[config.mk]
export PLATFORM = sky130hd
export DESIGN_NAME = nml_ctrl
export DESIGN_NICKNAME = d
export VERILOG_FILES = /design/src/rtl/nml_tally.v /design/src/rtl/nml_ctrl.v
export VERILOG_INCLUDE_DIRS = /design/src /design/src/rtl
export SDC_FILE = /design/constraint.sdc
export NUM_CORES = 1
export LEC_CHECK = 0
export BUFFER_PORTS_ARGS = -buffer_cell sky130_fd_sc_hd__buf_4
export CORE_MARGIN = 4
export CORE_UTILIZATION = 52
export DETAILED_ROUTE_END_ITERATION = 8
export HOLD_SLACK_MARGIN = 0.08
export PLACE_DENSITY = 0.92
export SLEW_MARGIN = 40
export SYNTH_ARGS = -nofsm -noshare
export SYNTH_HDL_FRONTEND = slang
export SYNTH_HIERARCHICAL = 1
export SYNTH_SLANG_ARGS = --single-unit
[constraint.sdc]
create_clock -name sys_clk_i -period 5.75 [get_ports sys_clk_i]
set_input_delay 0.575 -clock sys_clk_i [delete_from_list [all_inputs] [get_ports sys_clk_i]]
set_output_delay 0.575 -clock sys_clk_i [all_outputs]
set_load 0.01 [all_outputs]
[src/rtl/nml_consts.vh]
/*
  Constants for the normalize and shift-count-load extension control.
  Assumes a 12-bit host word, bit 00 the most significant, and a 25 MHz clock.
*/
`ifndef NML_CONSTS_VH
`define NML_CONSTS_VH

// ----------------------------------------
// Widths
// ----------------------------------------
`define NML_W 12
`define NML_TW 5
`define NML_OPW 3

// ----------------------------------------
// Opcodes and instruction bit positions (bit 00 is the leftmost)
// ----------------------------------------
`define NML_OP_ALREADY_ALIGNED 12'o7411
`define NML_OP_SCL 12'o7403
`define NML_MB03 8
`define NML_MB09 2
`define NML_MB10 1
`define NML_MB11 0
`define NML_IR_HI 3
`define NML_IR_LO 1
`define NML_CNT_HI 4
`define NML_CNT_LO 0

// ----------------------------------------
// Timing
// ----------------------------------------
`define NML_CLK_NS 40
`define NML_TP_NS 450
`define NML_TG_NS 100
`define NML_TP_CYC (`NML_TP_NS / `NML_CLK_NS)
`define NML_TG_CYC ((`NML_TG_NS + `NML_CLK_NS - 1) / `NML_CLK_NS)
`define NML_DIVW 4
`define NML_DIV_ZERO 4'h0
`define NML_TALLY_ZERO 5'h00
`define NML_TALLY_ONE 5'h01

`endif

[src/rtl/nml_tally.v]
/*
  Five-bit shift tally with lookahead increment and ones-complement load.
  Assumes its strobes come from logic on the same clock.
*/
`timescale 1ns/1ns
`include "nml_consts.vh"
module nml_tally (
  input wire sys_clk_i,
  input wire resetn_i,
  input wire clear_i,
  input wire incr_i,
  input wire load_i,
  input wire [`NML_TW-1:0] load_val_i,
  output wire [`NML_TW-1:0] tally_o
);

  reg [`NML_TW-1:0] tally_reg;
  reg [`NML_TW-1:0] tally_next;

  // Each bit toggles when every lower bit is one, like the gate tree it replaces.
  function [`NML_TW-1:0] nml_incr;
    input [`NML_TW-1:0] v;
    integer k;
    reg all_ones;
    begin
      all_ones = 1'b1;
      for (k = 0; k < `NML_TW; k = k + 1) begin
        nml_incr[k] = v[k] ^ all_ones;
        all_ones = all_ones & v[k];
      end
    end
  endfunction

  always @* begin
    tally_next = tally_reg;
    if (clear_i) begin
      tally_next = `NML_TALLY_ZERO;
    end else if (load_i) begin
      tally_next = ~load_val_i;
    end else if (incr_i) begin
      tally_next = nml_incr(tally_reg);
    end
  end

  always @(posedge sys_clk_i) begin
    if (!resetn_i) begin
      tally_reg <= `NML_TALLY_ZERO;
    end else begin
      tally_reg <= tally_next;
    end
  end

  assign tally_o = tally_reg;

endmodule

[src/rtl/nml_ctrl.v]
/*
  Control for the normalize and shift-count-load extension instructions.
  Assumes the host sequencer drives fetch/execute levels and its time pulses on
  this clock, honours the pause request, and does the address transfers requested.
*/
`timescale 1ns/1ns
`include "nml_consts.vh"
module nml_ctrl (
  input wire sys_clk_i,
  input wire resetn_i,
  input wire fetch_i,
  input wire execute_i,
  input wire operate_group_i,
  input wire fetch_pulse_three_i,
  input wire fetch_pulse_four_i,
  input wire fetch_entry_i,
  input wire multiply_op_i,
  input wire divide_op_i,
  input wire [`NML_W-1:0] memory_buffer_i,
  input wire [`NML_W-1:0] work_load_i,
  input wire [`NML_W-1:0] quot_load_i,
  input wire reg_load_i,
  output wire ext_op_decoded_o,
  output wire ext_exec_set_o,
  output wire pc_to_ma_en_o,
  output wire execute_entry_o,
  output wire pc_increment_o,
  output wire buffer_to_counter_en_o,
  output wire ext_go_request_o,
  output wire ext_kickoff_o,
  output wire host_pause_o,
  output wire already_aligned_o,
  output wire ext_timing_pulse_o,
  output wire ext_timing_gate_o,
  output wire timed_op_o,
  output wire carry_valid_o,
  output wire [`NML_W-1:0] main_working_reg_o,
  output wire [`NML_W-1:0] product_quotient_ext_o,
  output wire [`NML_TW-1:0] shift_tally_o,
  output wire [`NML_OPW-1:0] ext_op_latch_o
);

  // ----------------------------------------
  // State and registers
  // ----------------------------------------
  localparam ST_IDLE = 3'b001;
  localparam ST_RUN = 3'b010;
  localparam ST_LAST = 3'b100;

  reg [2:0] state_reg;
  reg [2:0] state_next;
  reg [`NML_W-1:0] work_reg;
  reg [`NML_W-1:0] quot_reg;
  reg [`NML_OPW-1:0] op_reg;
  reg [`NML_DIVW-1:0] div_reg;
  reg gate_low_reg;
  reg tp_reg;
  reg pause_reg;
  reg carry_valid_reg;
  reg quot_pending_reg;

  wire is_already_aligned;
  wire is_scl;
  wire run;
  wire slot;
  wire tp;
  wire aligned;
  wire stop_early;
  wire kick;
  wire [`NML_W-1:0] work_shift;
  wire [`NML_W-1:0] quot_shift;

  // Bit 00 is the most significant: index w-1-n in vector terms.
  function bitn;
    input [`NML_W-1:0] v;
    input integer n;
    begin
      bitn = v[`NML_W-1-n];
    end
  endfunction

  // ----------------------------------------
  // Decode
  // ----------------------------------------
  assign ext_op_decoded_o = fetch_i & operate_group_i & memory_buffer_i[`NML_MB03] &
    memory_buffer_i[`NML_MB11];
  assign is_already_aligned = (memory_buffer_i == `NML_OP_ALREADY_ALIGNED);
  assign is_scl = (memory_buffer_i == `NML_OP_SCL);
  // Bits 08-10 nonzero with the other extension fields marks a timed op, except the count load.
  assign timed_op_o = ext_op_decoded_o & ~is_scl &
    (memory_buffer_i[`NML_IR_HI:`NML_IR_LO] != 3'h0);

  // ----------------------------------------
  // Aligned test
  // ----------------------------------------
  assign aligned = (bitn(work_reg, 0) ^ bitn(work_reg, 1)) |
    (~bitn(work_reg, 2) & ~bitn(work_reg, 3) & (work_reg[7:0] == 8'h00) &
    (quot_reg == 12'h000));
  assign stop_early = (~bitn(work_reg, 1) & bitn(work_reg, 2)) |
    (~bitn(work_reg, 3) & (work_reg[7:0] == 8'h00) & (quot_reg == 12'h000));
  assign already_aligned_o = aligned;

  assign ext_go_request_o = ext_op_decoded_o & is_already_aligned & ~aligned;
  // Kickoff only from a fetch; count-load execute can never start timing.
  assign kick = ext_go_request_o & fetch_pulse_three_i & state_reg[0] &
    ~execute_i;
  assign ext_kickoff_o = kick;

  // ----------------------------------------
  // Count load path
  // ----------------------------------------
  assign ext_exec_set_o = ext_op_decoded_o & is_scl;
  assign execute_entry_o = ext_exec_set_o & fetch_pulse_four_i;
  assign pc_to_ma_en_o = ext_exec_set_o | (execute_i & fetch_entry_i);
  assign pc_increment_o = execute_i & operate_group_i & state_reg[0];
  assign buffer_to_counter_en_o = execute_i & operate_group_i & state_reg[0] &
    ~multiply_op_i & ~divide_op_i;

  // ----------------------------------------
  // Extension timing generator
  // ----------------------------------------
  assign run = ~state_reg[0];
  assign slot = run & (div_reg == `NML_DIV_ZERO);
  // A slot that finds the word aligned is the lost pulse: it shifts nothing.
  assign tp = slot & state_reg[1] & ~aligned;

  always @* begin
    state_next = state_reg;
    case (state_reg)
      ST_IDLE: begin
        if (kick) begin
          state_next = ST_RUN;
        end
      end
      ST_RUN: begin
        if (slot & (stop_early | aligned)) begin
          state_next = ST_LAST;
        end
      end
      ST_LAST: begin
        if (slot) begin
          state_next = ST_IDLE;
        end
      end
      default: begin
        state_next = ST_IDLE;
      end
    endcase
  end

  // Left shift: zero enters quotient bit 11; divide is out of scope here.
  assign work_shift = {work_reg[`NML_W-2:0], bitn(quot_reg, 0)};
  assign quot_shift = {quot_reg[`NML_W-2:0], 1'b0};

  always @(posedge sys_clk_i) begin
    if (!resetn_i) begin
      state_reg <= ST_IDLE;
      work_reg <= 12'h000;
      quot_reg <= 12'h000;
      op_reg <= 3'h0;
      div_reg <= `NML_DIV_ZERO;
      gate_low_reg <= 1'b0;
      tp_reg <= 1'b0;
      pause_reg <= 1'b0;
      carry_valid_reg <= 1'b1;
      quot_pending_reg <= 1'b0;
    end else begin
      state_reg <= state_next;
      tp_reg <= tp;
      if (kick | ~run | (div_reg == (`NML_TP_CYC - 1))) begin
        div_reg <= `NML_DIV_ZERO;
      end else begin
        div_reg <= div_reg + 4'h1;
      end
      gate_low_reg <= tp | (gate_low_reg & (div_reg < `NML_TG_CYC));
      if (kick) begin
        pause_reg <= 1'b1;
      end else if (state_reg[2] & slot) begin
        pause_reg <= 1'b0;
      end
      if (ext_op_decoded_o & fetch_pulse_three_i & state_reg[0]) begin
        op_reg <= memory_buffer_i[`NML_IR_HI:`NML_IR_LO];
      end
      if (kick) begin
        carry_valid_reg <= 1'b0;
      end else if (reg_load_i) begin
        carry_valid_reg <= 1'b1;
      end
      if (tp) begin
        work_reg <= work_shift;
      end else if (reg_load_i & ~run) begin
        work_reg <= work_load_i;
      end
      // Quotient loads in the gate window, so it sees the shift source captured at the pulse.
      if (tp) begin
        quot_pending_reg <= 1'b1;
      end else if (quot_pending_reg) begin
        quot_pending_reg <= 1'b0;
        quot_reg <= quot_shift;
      end else if (reg_load_i & ~run) begin
        quot_reg <= quot_load_i;
      end
    end
  end

  // ----------------------------------------
  // Shift tally
  // ----------------------------------------
  nml_tally u_tally (
    .sys_clk_i(sys_clk_i),
    .resetn_i(resetn_i),
    .clear_i(ext_op_decoded_o & is_already_aligned & fetch_pulse_three_i & state_reg[0]),
    .incr_i(tp_reg),
    .load_i(buffer_to_counter_en_o & fetch_pulse_three_i),
    .load_val_i(memory_buffer_i[`NML_CNT_HI:`NML_CNT_LO]),
    .tally_o(shift_tally_o)
  );

  assign host_pause_o = pause_reg;
  assign ext_timing_pulse_o = tp;
  assign ext_timing_gate_o = ~gate_low_reg;
  assign carry_valid_o = carry_valid_reg;
  assign main_working_reg_o = work_reg;
  assign product_quotient_ext_o = quot_reg;
  assign ext_op_latch_o = op_reg;

endmodule

## Yosys cells after proc, flatten, opt, wreduce, memory -nomap -nowiden

Cells that the tools add are included.

- Bits in registers: 44
- Input bits: 47
- Output and inout bits: 46
- Logic and storage cells: 114

- $add $sub $neg: 1
- Order comparisons: 1
- Eq/ne operators: 9
- Muxes and demuxes: 15
- Bitwise operators: 64
- Reductions and logical operators: 13

Operators with widths:

| cell | number |
|---|---|
| 12-bit 2-to-1 mux | 4 |
| 1-bit AND | 38 |
| 12-bit equality test (second input constant) | 2 |
| 1-bit inverter | 13 |
| 12-bit zero test | 1 |
| 5-bit 2-to-1 mux | 2 |
| 2-bit nonzero test | 5 |
| 3-bit 2-to-1 mux | 3 |
| 3-bit case mux with 3 select lines | 1 |
| 8-bit zero test | 1 |
| 1-bit bitwise OR | 7 |
| 2-bit != test (second input constant) | 3 |
| 1-bit 2-to-1 mux | 5 |
| 5-bit inverter | 1 |
| 1-bit bitwise XOR | 5 |
| 4-bit by 1-bit adder with 4-bit output (second input constant) | 1 |
| 4-bit equality test (second input constant) | 1 |
| 4-bit zero test | 1 |
| 4-bit by 2-bit less-than comparator with 1-bit output (second input constant) | 1 |
| 2-bit OR reduction | 2 |
| 3-bit by 1-bit equality test with 1-bit output (second input constant) | 1 |
| 3-bit by 2-bit equality test with 1-bit output (second input constant) | 1 |
| 3-bit equality test (second input constant) | 1 |
| 3-bit AND reduction | 1 |
| 2 further kinds | 2 |

## Longest topological paths before layout

- Word-level depth: 13
- Depth in mapped cells: 8
- Gate-level depth less buffers: 7

## By module

Netlist, hierarchy kept.

Modules (own cells, without submodules):

| module | times used | cells each | area each (um2) | seq. area each (um2) |
|---|---|---|---|---|
| nml_ctrl | 1 | 211 | 1,940.6 | 760.7 |
| nml_tally | 1 | 27 | 300.3 | 100.1 |

## Worst setup path before layout

OpenSTA, ideal clock, no wires.

- Path type: input-to-output
- Start point: in memory_buffer_i[5]
- End point: out ext_kickoff_o
- Arrival time: 1.733 ns
- Required time: 5.175 ns
- Setup slack: 3.442 ns
- Stages: 4
- Cells stage by stage: and4b_1 -> nand4_1 -> or2_2 -> nor4_1

- Word-level cells in the longest chain between the ends: 6

Ends and longest elaborated chain:

| item | line | source |
|---|---|---|
| start: declaration | nml_ctrl.v:19 | `` input wire [`NML_W-1:0] memory_buffer_i, `` |
| 12-bit equality test (no line) | - |  |
| 1-bit AND (2 in series) | nml_ctrl.v:103 | `assign ext_go_request_o = ext_op_decoded_o & is_already_aligned & ~aligned;` |
| 1-bit AND (3 in series) | nml_ctrl.v:105 | `assign kick = ext_go_request_o & fetch_pulse_three_i & state_reg[0] &` |
| end: declaration | nml_ctrl.v:30 | `output wire ext_kickoff_o,` |

Every way passes these cells.

## Worst setup path in the final report

- Start point: reg quot_reg[2], in the netlist product_quotient_ext_o[2]
- End point: out ext_timing_pulse_o

- Word-level cells in the longest chain between the ends: 5

Ends and longest elaborated chain:

| item | line | source |
|---|---|---|
| start: declaration | nml_ctrl.v:53 | `` reg [`NML_W-1:0] quot_reg; `` |
| start signal: assignment | nml_ctrl.v:199 | `quot_reg <= quot_shift;` |
| start signal: assignment | nml_ctrl.v:201 | `quot_reg <= quot_load_i;` |
| 12-bit zero test | nml_ctrl.v:98 | `(quot_reg == 12'h000));` |
| 1-bit AND | nml_ctrl.v:97 | `(~bitn(work_reg, 2) & ~bitn(work_reg, 3) & (work_reg[7:0] == 8'h00) &` |
| 1-bit bitwise OR | nml_ctrl.v:96 | `assign aligned = (bitn(work_reg, 0) ^ bitn(work_reg, 1)) \|` |
| 1-bit inverter | nml_ctrl.v:125 | `assign tp = slot & state_reg[1] & ~aligned;` |
| 1-bit AND | nml_ctrl.v:125 |  |
| end: declaration | nml_ctrl.v:33 | `output wire ext_timing_pulse_o,` |

Every way passes these cells.

==> flow_summary_export.csv <==
group,metric,value,unit
sta,rsz0062_at_grt,"false",
clock_network,cts_max_level,2,
pwr,vdd.ir_drop.worst,222.6,uV
pwr,clockPowerShare,36.5,%
detailed_routing,drtIter0Drc,137,
layout,stdcell_count,376,
global_routing,grt_pass1_vias,2153,
detailed_routing,num_vias,2156,
sta,slew-limit-headroom,53.18,%
yosys,syn-instance-count,238,
clock_network,cts_tree,"built",
sta,finalCriticalPeriod,2807,ps
yosys,synthesis.area,2241,sq um
placement,gp_congestion,0.8320,
die,die_y,73.65,um
setup_path,crit_arrival,2230,ps
yosys,synth-main-ff-cell,"dfxtp_1",
clock_network,cts_sinks,43,
setup_path,required,5180,ps
yosys,yosys.area_share.simple,18.70,%
pwr,p_per_area,221.8,nW/um^2
pwr,leakagePower,1.428,nW
setup_path,cp_max_fo,37,
yosys,synthAdderAreaFrac,3.350,%
global_routing,grt_max_degree,38,
clock_network,holdBufCountCts,0,
layout,syn2layout_area_growth,36.13,%
clock_network,clkTransAtPathRegs,80,ps
sta,finalClockSkew,8.245,ps
yosys,yosysMostFrequentCell,"dfxtp_1",
sta,tightestPinTransition,700.5,ps
yosys,synth_area_leaders,"dfxtp_1 (38%), mux2i_1 (12%), a211oi_2 (5.6%), nor2_1 (4.4%), a211oi_1 (4.0%)",
pwr,netSwitchingFraction,24.93,%
detailed_routing,totalWireLength,6424,um
layout,nNetsFinal,378,
yosys,syn_nets,291,
hold_path,worstHoldPathType,"flip-flop to flip-flop",
clock_network,clk_latency,300,ps
detailed_routing,avgRoutedWirePerCell,17.09,um
sta,finalCritPeriodShare,48.81,%
clock_network,postCtsResizedCells,0,
sta,fmax,356.3,MHz
yosys,synth_commonest_cells,"dfxtp_1 (43), mux2i_1 (27), nor2_1 (26)",
setup_path,critical_path_class,"flip-flop to primary output",
yosys,synth.avg_cell_area,9.416,sq um
yosys,yosys_warnings,6,
die,rows,23,
die,die-width,73.65,um
yosys,synth_xor_area_share,1.563,%
layout,antennaDiodeCount,0,
pwr,p_int,0.5079,mW
global_routing,grt_pass1_wl,10120,um
die,start_util,54.84,%
yosys,synth_edf_count,0,
clock_network,root_buffer,"clkbuf_8",
placement,hpwl,4788,um
clock_network,postCtsSetupBuffers,0,
clock_network,tritoncts.num_buffers,5,
pwr,p_seq_share,47.8,%
sta,hold_viol,0,
detailed_routing,drc,0,
placement,placedCellCount,368,
global_routing,grt_util_all_layers,24.08,%
layout,fill_cells,325,
yosys,synth_top_family_by_area,"compound AO/OA/AOI/OAI gates",
yosys,synth_top_area_cell,"dfxtp_1",
sta,finalSetupTns,0,ps
setup_path,start_kind,"flip-flop",
yosys,yosysSeqAreaShare,38.41,%
clock_network,cts_buffer_depth,2,
global_routing,antenna_found_initial,0,
pwr,combPwrFrac,15.7,%
yosys,synthMuxAreaShare,14.07,%
setup_path,end_kind,"primary output",
job,max_cap_violations,0,
yosys,async_flop_share,0,%
sta,drv_slew,0,
die,io_pins,93,
detailed_routing,vias_per_cell,5.734,
global_routing,gr-total-overflow,0,
layout,drive_gt1_share,37.42,%
sta,hold_slack,462.0,ps
yosys,synth_compound_area_share,19.10,%
pwr,p_sw,0.1687,mW
detailed_routing,ant_nets,0,
detailed_routing,drtPass1Iterations,4,
yosys,synthDominantCellAreaShare,38.41,%
yosys,ys_seq_elements,43,
yosys,yosysUniqueCellTypes,45,
die,core_area,4086,sq um
run_status,outcome,"completed",
sta,setup_violations,0,
die,die_area,5424,sq um
placement,io_buffers,92,
==> per-layer routing <==
| metal | global-route usage (%) | wire length (um) |
|---|---|---|
| met3 | 4.651 | 397 |
| met5 | 0 | 0 |
| met1 | 29.08 | 2523 |
| met2 | 40.55 | 3366 |
| met4 | 11.87 | 137 |
==> cell type report <==
class                   instances  area [sq um]  area share [%]
multi-input cells             173          1272           41.71
flip-flops and latches         43         862.1           28.26
repair buffers                 94         705.7           23.13
clock buffers                   6         82.58           2.707
well taps                      50         62.56           2.051
clock inverters                 2         35.03           1.148
inverters                       8         30.03          0.9844
==> power by group through the flow <==
stage	clock [mW]	combinational [mW]	sequential, mW
detailed placement	0	0.105	0.330
CTS	0.248	0.106	0.323
global placement	0	0.102	0.329
global route	0.259	0.115	0.325
floorplan	0	0.0439	0.332
finish	0.247	0.106	0.324
==> cells by family after synthesis <==
logic type | Yosys count
compound gates | 56
xor+xnor | 4
fa+ha+maj | 6
buf+inv | 22
flops | 43
mux | 30
simple gates | 77
==> per-stage QoR <==
stage               area [sq um]  util [%]  worst slack, ps  power (mW)
finish                      3050     74.65             2943      0.6766
global route                3050     74.65             2876      0.6985
detailed placement          2933     71.77             3222      0.4352
floorplan                   2241         -             3442      0.3761
CTS                         3050     74.65             3000      0.6772
global placement            2932     71.74             3289      0.4313
==> placed cells by master (no fill, tap or decap), types with 2 or more instances in the layout <==
cell type / count
nor2_1: 26
nor4_1: 5
nand2b_1: 2
nand2_1: 12
xnor2_1: 2
mux2i_1: 27
o21ai_0: 7
o211a_1: 4
a21oi_1: 16
nand4_1: 3
nor3b_1: 2
buf_4: 94
ha_1: 6
and2_1: 2
xor2_1: 2
clkbuf_8: 6
nand3b_1: 2
a211oi_1: 12
nor3_1: 5
a211oi_2: 10
nand3_1: 5
nand4b_1: 2
and3_1: 2
mux2_4: 3
dfxtp_1: 42
inv_1: 8
==> worst max-delay path: stages, from the launching register on <==
cell and delay (ps):
dfxtp_1 350, nor4_1 530, nand3b_1 260, o21ai_2 180, buf_4 360, inv_1 90
buf_4 160
==> final timing paths <==
check,startpoint,end,slack [ps],cells past startpoint
min reg2reg,div_reg[0],div_reg[0],460,1
max,product_quotient_ext_o[2],ext_timing_pulse_o,2940,6
max reg2reg,product_quotient_ext_o[2],product_quotient_ext_o[0],3450,6
min,div_reg[0],div_reg[0],460,1
(Power assumes the default switching activity.)
